$ cat src/shared/mcid_pkg.sv
// Constants for the memory-model and cache-hierarchy identification block
package mcid_pkg;
	typedef enum logic [1:0] {
		MCID_PL_USER,
		MCID_PL_KERNEL,
		MCID_PL_HYP,
		MCID_PL_MON
	} mcid_level_t;

	localparam logic [5:0] MCID_TRAP_CLASS   = 6'h18;
	// Register select codes on the read request port
	localparam logic       MCID_SEL_FEATURE  = 1'h0;
	localparam logic       MCID_SEL_CACHE    = 1'h1;

	// Feature register field positions (low bit) and values
	localparam int         MCID_F_END_OF_SPACE_FAULT_SUPPORT_LSB   = 60;
	localparam int         MCID_F_EVT_LSB    = 56;
	localparam int         MCID_F_BBM_LSB    = 52;
	localparam int         MCID_F_TTL_LSB    = 48;
	localparam int         MCID_F_FWB_LSB    = 40;
	localparam int         MCID_F_IDS_LSB    = 36;
	localparam int         MCID_F_AT_LSB     = 32;
	localparam int         MCID_F_ST_LSB     = 28;
	localparam int         MCID_F_CACHE_SIZE_FORMAT_EXT_LSB  = 20;
	localparam int         MCID_F_IMPLICIT_ERROR_SYNC_SUPPORT_LSB   = 12;
	localparam int         MCID_F_UAO_LSB    = 4;
	localparam int         MCID_F_CNP_LSB    = 0;
	localparam logic [3:0] MCID_V_END_OF_SPACE_FAULT_SUPPORT       = 4'h1;
	localparam logic [3:0] MCID_V_EVT        = 4'h2;
	localparam logic [3:0] MCID_V_BBM        = 4'h2;
	localparam logic [3:0] MCID_V_TTL        = 4'h1;
	localparam logic [3:0] MCID_V_ONE        = 4'h1;

	// Cache hierarchy register field positions and values
	localparam int         MCID_C_TK3_LSB    = 37;
	localparam int         MCID_C_TK2_LSB    = 35;
	localparam int         MCID_C_TK1_LSB    = 33;
	localparam int         MCID_C_ICB_LSB    = 30;
	localparam int         MCID_C_UNIFY_LEVEL_UNIPROC_LSB   = 27;
	localparam int         MCID_C_LOC_LSB    = 24;
	localparam int         MCID_C_UNIFY_LEVEL_INNER_SHARED_LSB  = 21;
	localparam int         MCID_C_CK3_LSB    = 6;
	localparam int         MCID_C_CK2_LSB    = 3;
	localparam int         MCID_C_CK1_LSB    = 0;
	localparam logic [1:0] MCID_TK_NONE      = 2'h0;
	localparam logic [1:0] MCID_TK_UNIFIED   = 2'h2;
	localparam logic [2:0] MCID_UNIFY_LEVEL_UNIPROC_VAL     = 3'h0;
	localparam logic [2:0] MCID_UNIFY_LEVEL_INNER_SHARED_VAL    = 3'h0;
	localparam logic [2:0] MCID_LOC_L2       = 3'h2;
	localparam logic [2:0] MCID_LOC_L3       = 3'h3;
	localparam logic [2:0] MCID_CK_NONE      = 3'h0;
	localparam logic [2:0] MCID_CK_SPLIT     = 3'h3;
	localparam logic [2:0] MCID_CK_UNIFIED   = 3'h4;
	localparam logic [2:0] MCID_ICB_DEFAULT  = 3'h0;
	localparam logic [63:0] MCID_RESET_VAL   = 64'h0;
endpackage

$ cat src/core/mcid_regs.sv
// Read-only memory-model and cache-hierarchy identification registers
module mcid_regs
	import mcid_pkg::*;
#(
	parameter logic [2:0] ICB_VALUE = MCID_ICB_DEFAULT
)
(
	input  wire logic        clk,
	input  wire logic        reset,
	input  wire logic        l3_present,
	input  wire logic        impl_trap_zero,
	input  wire logic        rd_valid,
	input  wire logic        rd_sel,
	input  mcid_level_t      rd_level,
	input  wire logic        hyp_enabled,
	input  wire logic        host_trap_general,
	input  wire logic        id_group2_trap,
	input  wire logic        id_group3_trap,
	input  wire logic        id_group4_trap,
	input  wire logic        fine_trap_enable,
	input  wire logic        fine_read_trap,
	output logic             rsp_valid,
	output logic [63:0]      rsp_data,
	output logic             rsp_trap,
	output logic             rsp_trap_to_hyp,
	output logic [5:0]       rsp_class,
	output logic [63:0]      memory_model_feature_id_2,
	output logic [63:0]      cache_hierarchy_id
);
	import mcid_pkg::*;

	logic [63:0] feat_nxt;
	logic [63:0] cache_nxt;
	logic        trap;
	logic        to_hyp;

	always_comb begin
		feat_nxt = MCID_RESET_VAL;
		feat_nxt[MCID_F_END_OF_SPACE_FAULT_SUPPORT_LSB +: 4] = MCID_V_END_OF_SPACE_FAULT_SUPPORT;
		feat_nxt[MCID_F_EVT_LSB +: 4] = MCID_V_EVT;
		feat_nxt[MCID_F_BBM_LSB +: 4] = MCID_V_BBM;
		feat_nxt[MCID_F_TTL_LSB +: 4] = MCID_V_TTL;
		feat_nxt[MCID_F_FWB_LSB +: 4] = MCID_V_ONE;
		feat_nxt[MCID_F_IDS_LSB +: 4] = MCID_V_ONE;
		feat_nxt[MCID_F_AT_LSB +: 4] = MCID_V_ONE;
		feat_nxt[MCID_F_ST_LSB +: 4] = MCID_V_ONE;
		feat_nxt[MCID_F_CACHE_SIZE_FORMAT_EXT_LSB +: 4] = MCID_V_ONE;
		feat_nxt[MCID_F_IMPLICIT_ERROR_SYNC_SUPPORT_LSB +: 4] = MCID_V_ONE;
		feat_nxt[MCID_F_UAO_LSB +: 4] = MCID_V_ONE;
		feat_nxt[MCID_F_CNP_LSB +: 4] = MCID_V_ONE;
	end

	always_comb begin
		cache_nxt = MCID_RESET_VAL;
		cache_nxt[MCID_C_TK2_LSB +: 2] = MCID_TK_UNIFIED;
		cache_nxt[MCID_C_TK1_LSB +: 2] = MCID_TK_UNIFIED;
		cache_nxt[MCID_C_TK3_LSB +: 2] =
			l3_present ? MCID_TK_UNIFIED : MCID_TK_NONE;
		cache_nxt[MCID_C_ICB_LSB +: 3] = ICB_VALUE;
		cache_nxt[MCID_C_UNIFY_LEVEL_UNIPROC_LSB +: 3] = MCID_UNIFY_LEVEL_UNIPROC_VAL;
		cache_nxt[MCID_C_UNIFY_LEVEL_INNER_SHARED_LSB +: 3] = MCID_UNIFY_LEVEL_INNER_SHARED_VAL;
		cache_nxt[MCID_C_LOC_LSB +: 3] = l3_present ? MCID_LOC_L3 : MCID_LOC_L2;
		cache_nxt[MCID_C_CK3_LSB +: 3] =
			l3_present ? MCID_CK_UNIFIED : MCID_CK_NONE;
		cache_nxt[MCID_C_CK2_LSB +: 3] = MCID_CK_UNIFIED;
		cache_nxt[MCID_C_CK1_LSB +: 3] = MCID_CK_SPLIT;
	end

	always_ff @(posedge clk) begin
		if (reset) begin
			memory_model_feature_id_2 <= feat_nxt;
			cache_hierarchy_id <= cache_nxt;
		end
	end

	mcid_trap_decide u_trap (
		.is_cache          (rd_sel == MCID_SEL_CACHE),
		.level             (rd_level),
		.hyp_enabled       (hyp_enabled),
		.host_trap_general (host_trap_general),
		.id_group2_trap    (id_group2_trap),
		.id_group3_trap    (id_group3_trap),
		.id_group4_trap    (id_group4_trap),
		.fine_trap_enable  (fine_trap_enable),
		.fine_read_trap    (fine_read_trap),
		.feature_nonzero   (|memory_model_feature_id_2),
		.impl_trap_zero    (impl_trap_zero),
		.trap              (trap),
		.trap_to_hyp       (to_hyp)
	);

	// One-cycle read answer; trapped reads return zero data
	always_ff @(posedge clk) begin
		if (reset) begin
			rsp_valid <= 1'b0;
			rsp_data <= MCID_RESET_VAL;
			rsp_trap <= 1'b0;
			rsp_trap_to_hyp <= 1'b0;
			rsp_class <= 6'h0;
		end else begin
			rsp_valid <= rd_valid;
			rsp_trap <= rd_valid & trap;
			rsp_trap_to_hyp <= rd_valid & trap & to_hyp;
			rsp_class <= (rd_valid & trap) ? MCID_TRAP_CLASS : 6'h0;
			if (rd_valid & ~trap)
				rsp_data <= (rd_sel == MCID_SEL_CACHE) ?
					cache_hierarchy_id : memory_model_feature_id_2;
			else
				rsp_data <= MCID_RESET_VAL;
		end
	end
endmodule

$ cat src/core/mcid_trap_decide.sv
// Trap decision for one identification register read
module mcid_trap_decide
	import mcid_pkg::*;
(
	input  wire logic        is_cache,
	input  mcid_level_t      level,
	input  wire logic        hyp_enabled,
	input  wire logic        host_trap_general,
	input  wire logic        id_group2_trap,
	input  wire logic        id_group3_trap,
	input  wire logic        id_group4_trap,
	input  wire logic        fine_trap_enable,
	input  wire logic        fine_read_trap,
	input  wire logic        feature_nonzero,
	input  wire logic        impl_trap_zero,
	output logic             trap,
	output logic             trap_to_hyp
);
	always_comb begin
		trap = 1'b0;
		trap_to_hyp = 1'b0;
		case (level)
			MCID_PL_USER: begin
				trap = 1'b1;
				trap_to_hyp = hyp_enabled & host_trap_general;
			end
			MCID_PL_KERNEL: begin
				if (is_cache) begin
					trap = hyp_enabled & (id_group2_trap | id_group4_trap
						| (fine_trap_enable & fine_read_trap));
				end else begin
					trap = hyp_enabled & id_group3_trap
						& (feature_nonzero | impl_trap_zero);
				end
				trap_to_hyp = trap;
			end
			default: begin
				trap = 1'b0;
				trap_to_hyp = 1'b0;
			end
		endcase
	end
endmodule

$ cat config.mk
export PLATFORM = sky130hd
export DESIGN_NAME = mcid_regs
export DESIGN_NICKNAME = d
export VERILOG_FILES = /design/src/shared/mcid_pkg.sv /design/src/core/mcid_regs.sv /design/src/core/mcid_trap_decide.sv
export SDC_FILE = /design/constraint.sdc
export NUM_CORES = 1
export LEC_CHECK = 0
export ABC_AREA = 1
export CORE_AREA = 2 2 83 85
export DETAILED_ROUTE_END_ITERATION = 6
export DIE_AREA = 0 0 85 87
export DONT_BUFFER_PORTS = 1
export PLACE_DENSITY = 0.39
export SETUP_SLACK_MARGIN = 0.1
export SLEW_MARGIN = 20
export SYNTH_ARGS = -nofsm -noshare
export SYNTH_HDL_FRONTEND = slang
export SYNTH_SLANG_ARGS = --single-unit
$ cat constraint.sdc
create_clock -name clk -period 2.02 [get_ports clk]
set_input_delay 0.404 -clock clk [delete_from_list [all_inputs] [get_ports clk]]
set_output_delay 0.404 -clock clk [all_outputs]
set_load 0.005 [all_outputs]
==> flow_metrics.env <==
export IMPL_holdCritPathClass="in2reg"
export IMPL_std_cell_rows=30
export IMPL_synth_area_leaders="buf_4, dfxtp_1, edfxtp_1, inv_1, nand2_2"
export IMPL_worstPathArrival_ns=0.90
export IMPL_chipHeight_microns=87
export IMPL_cts_tree="yes"
export IMPL_status="complete, no violations"
export IMPL_cts_buffers=3
export IMPL_critPathKind="reg2out"
export IMPL_start_util_pct=26.9
export IMPL_fmax_ghz=0.766
export IMPL_drv_cap=0
export IMPL_drtIter0Drc=4
export IMPL_drt_pass1_iter_count=2
export IMPL_drc_errors=0
export IMPL_rr_startpoint="cache_hierarchy_id[24]"
export IMPL_crit_start="rsp_data[57]"
export IMPL_synth_top_cell_area_share_pct=81.5
export IMPL_synth_mux_area_share_pct=0
export IMPL_crit_path_end_kind="output pin"
export IMPL_drive_gt1_share_pct=4.72
export IMPL_synth_xor_area_share_pct=0
export IMPL_synth_simple_gate_area_share_pct=5.52
export IMPL_layout_nets=228
export IMPL_relSlewSlack_pct=61.7
export IMPL_drv_slew=0
export IMPL_synthAdderAreaFrac_pct=0
export IMPL_leakagePower_nw=0.747
export IMPL_path_depth=0
export IMPL_cp_max_fo=10
export IMPL_tns_ns=0
export IMPL_multi_input_area_sq_um=756
export IMPL_fp_dieArea_sq_um=7400
export IMPL_min_period_over_period_pct=64.6
export IMPL_postCtsSetupBuffers=0
export IMPL_synth_compound_area_share_pct=0.283
export IMPL_grt_ovfl_total=0
export IMPL_tightest_slew_ns=0.573
export IMPL_gp_congestion=0.601
export IMPL_grt_pass1_vias=312
export IMPL_fin_cells=292
export IMPL_dp_cells=288
export IMPL_peakVddDrop_v=0.000370
export IMPL_hpwlAfterDp_microns=1490
export IMPL_hold_viol=0
export IMPL_core_sq_um=6570
export IMPL_pin_count=216
export IMPL_drt_total_wl_microns=1560
export IMPL_grt_pass1_wl_microns=1360
export IMPL_synth_seq_area_share_pct=10.8
export IMPL_r2r_slack_ns=1.32
export IMPL_yosysTopAreaCell="buf_4"
export IMPL_netlist_area_sq_um=1770
export IMPL_startpoint_type="flop"
export IMPL_clk_pin_slew_ns=0.04
export IMPL_power_density_nw_per_um2=444
export IMPL_antenna_found_initial=0
export IMPL_yosysWarnings=0
export IMPL_ctsLongestPathBuffers=2
export IMPL_port_buffers=0
export IMPL_gr_usage_all_layers_pct=2.53
export IMPL_register_area_sq_um=190
export IMPL_ys_ff_latch=9
export IMPL_cp_endpoint="rsp_data[60]"
export IMPL_skew_ns=0.0000966
export IMPL_clockRootBuffer="clkbuf_8"
export IMPL_cts_resized=0
export IMPL_setup_violations_final=0
export IMPL_clkLatencyLatePin_ns=0.22
export IMPL_antenna_cells=0
export IMPL_postSynthAreaPerCell_sq_um=7.75
export IMPL_htreeDepth=1
export IMPL_fillers=757
export IMPL_reg2reg_depth=2
export IMPL_synthCells=228
export IMPL_rsz0062_at_grt="false"
export IMPL_required_ns=1.62
export IMPL_drtAntennaViolNets=0
export IMPL_ctsHoldBuffers=0
export IMPL_viasPerCell=2.29
export IMPL_period_needed_ns=1.31
export IMPL_wl_per_cell_microns=5.34
export IMPL_die_x_microns=85
export IMPL_r2r_end="rsp_data[24]"
export IMPL_numClockSinks=9
export IMPL_dr_total_vias=668
export IMPL_grt_max_degree=11
export IMPL_synthToLayoutAreaGrowth_pct=-36.8
export IMPL_synth_top_family_by_area="buffers and inverters"
export IMPL_synth_cell_types=16
-- cell type report --
cell class | instances | share of cell area (%)
multi-input combinational | 192 | 67.6
inverter | 7 | 2.35
clock buffer | 4 | 4.03
sequential | 9 | 17.0
tap | 80 | 8.96
-- placed cells by master, fill, tap and decap left out --
| master | netlist | final |
|---|---|---|
| conb_1 | 2 | 174 |
| dfxtp_1 | 8 | 8 |
| inv_1 | 7 | 7 |
| nor2_1 | 4 | 4 |
| nand2_2 | 3 | 3 |
| clkbuf_8 | 0 | 3 |
| nand3_1 | 2 | 2 |
| nor2_2 | 2 | 2 |
| nand2_1 | 1 | 1 |
| or2_4 | 1 | 1 |
| nor2_4 | 1 | 1 |
| nand4_1 | 1 | 1 |
| and3_1 | 1 | 1 |
| a21oi_1 | 1 | 1 |
| nor3_1 | 1 | 1 |
| edfxtp_1 | 1 | 1 |
| clkbuf_1 | 0 | 1 |
-- metal layers --
| metal | up-vias | part of all wire (%) | GRT usage [%] | routed length [microns] |
|---|---|---|---|---|
| li1 | 286 | - | - | - |
| met1 | 275 | 15 | 1.48 | 231 |
| met2 | 105 | 61 | 5.54 | 952 |
| met3 | 2 | 23 | 0.853 | 354 |
| met4 | 0 | 1.3 | 2.16 | 21 |
| met5 | - | 0 | 0 | 0 |
-- synthesized netlist by cell type --
cell	count
inv_1	7
nand3_1	2
or2_4	1
nand2_2	3
nor2_4	1
conb_1	2
a21oi_1	1
nor3_1	1
nor2_2	2
edfxtp_1	1
and3_1	1
buf_4	192
nand4_1	1
nor2_1	4
nand2_1	1
dfxtp_1	8
-- through the flow --
step / setup WS (ns) / total power, mW / util [%] / instance area, sq um / hold WS (ns)
floorplan: 1.01 / 0.551 / - / 2410 / 0.482
global placement: 0.941 / 0.292 / 16.3 / 1070 / 0.489
detailed placement: 0.940 / 0.292 / 16.3 / 1070 / 0.493
CTS: 0.696 / 0.497 / 17.0 / 1120 / 0.254
global route: 0.622 / 0.534 / 17.0 / 1120 / 0.254
finish: 0.715 / 0.496 / 17.0 / 1120 / 0.259
-- sequential cells by signal (all words and copies together) (netlist names) --
signal and count:
rsp_data 5, cache_hierarchy_id 1, rsp_class 1, rsp_trap_to_hyp 1, rsp_valid 1
-- worst min path at each step --
stage | startpoint | endpoint | slack (ns) | depth (start not counted)
global placement | rd_sel | rsp_data[57] | 0.49 | 1
CTS | rd_sel | rsp_data[57] | 0.25 | 1
floorplan | rd_sel | rsp_data[57] | 0.48 | 1
global route | reset | rsp_valid | 0.25 | 1
finish | rd_sel | rsp_data[57] | 0.26 | 1
detailed placement | rd_sel | rsp_data[57] | 0.49 | 1
-- report_power, final --
part | switching (mW) | internal [mW]
clock network | 0.0629 | 0.137
registers | 0.0103 | 0.189
logic | 0.0885 | 0.00755
-- kinds of logic (layout without fill, tap and decap cells) --
group / count (synthesis) / after routing
AO/OA/AOI/OAI: 1 / 1
buffers and inverters: 199 / 11
other: 2 / 174
flip-flops: 9 / 9
AND/OR/NAND/NOR: 17 / 17
No activity file was read; power rests on OpenSTA's default activity.
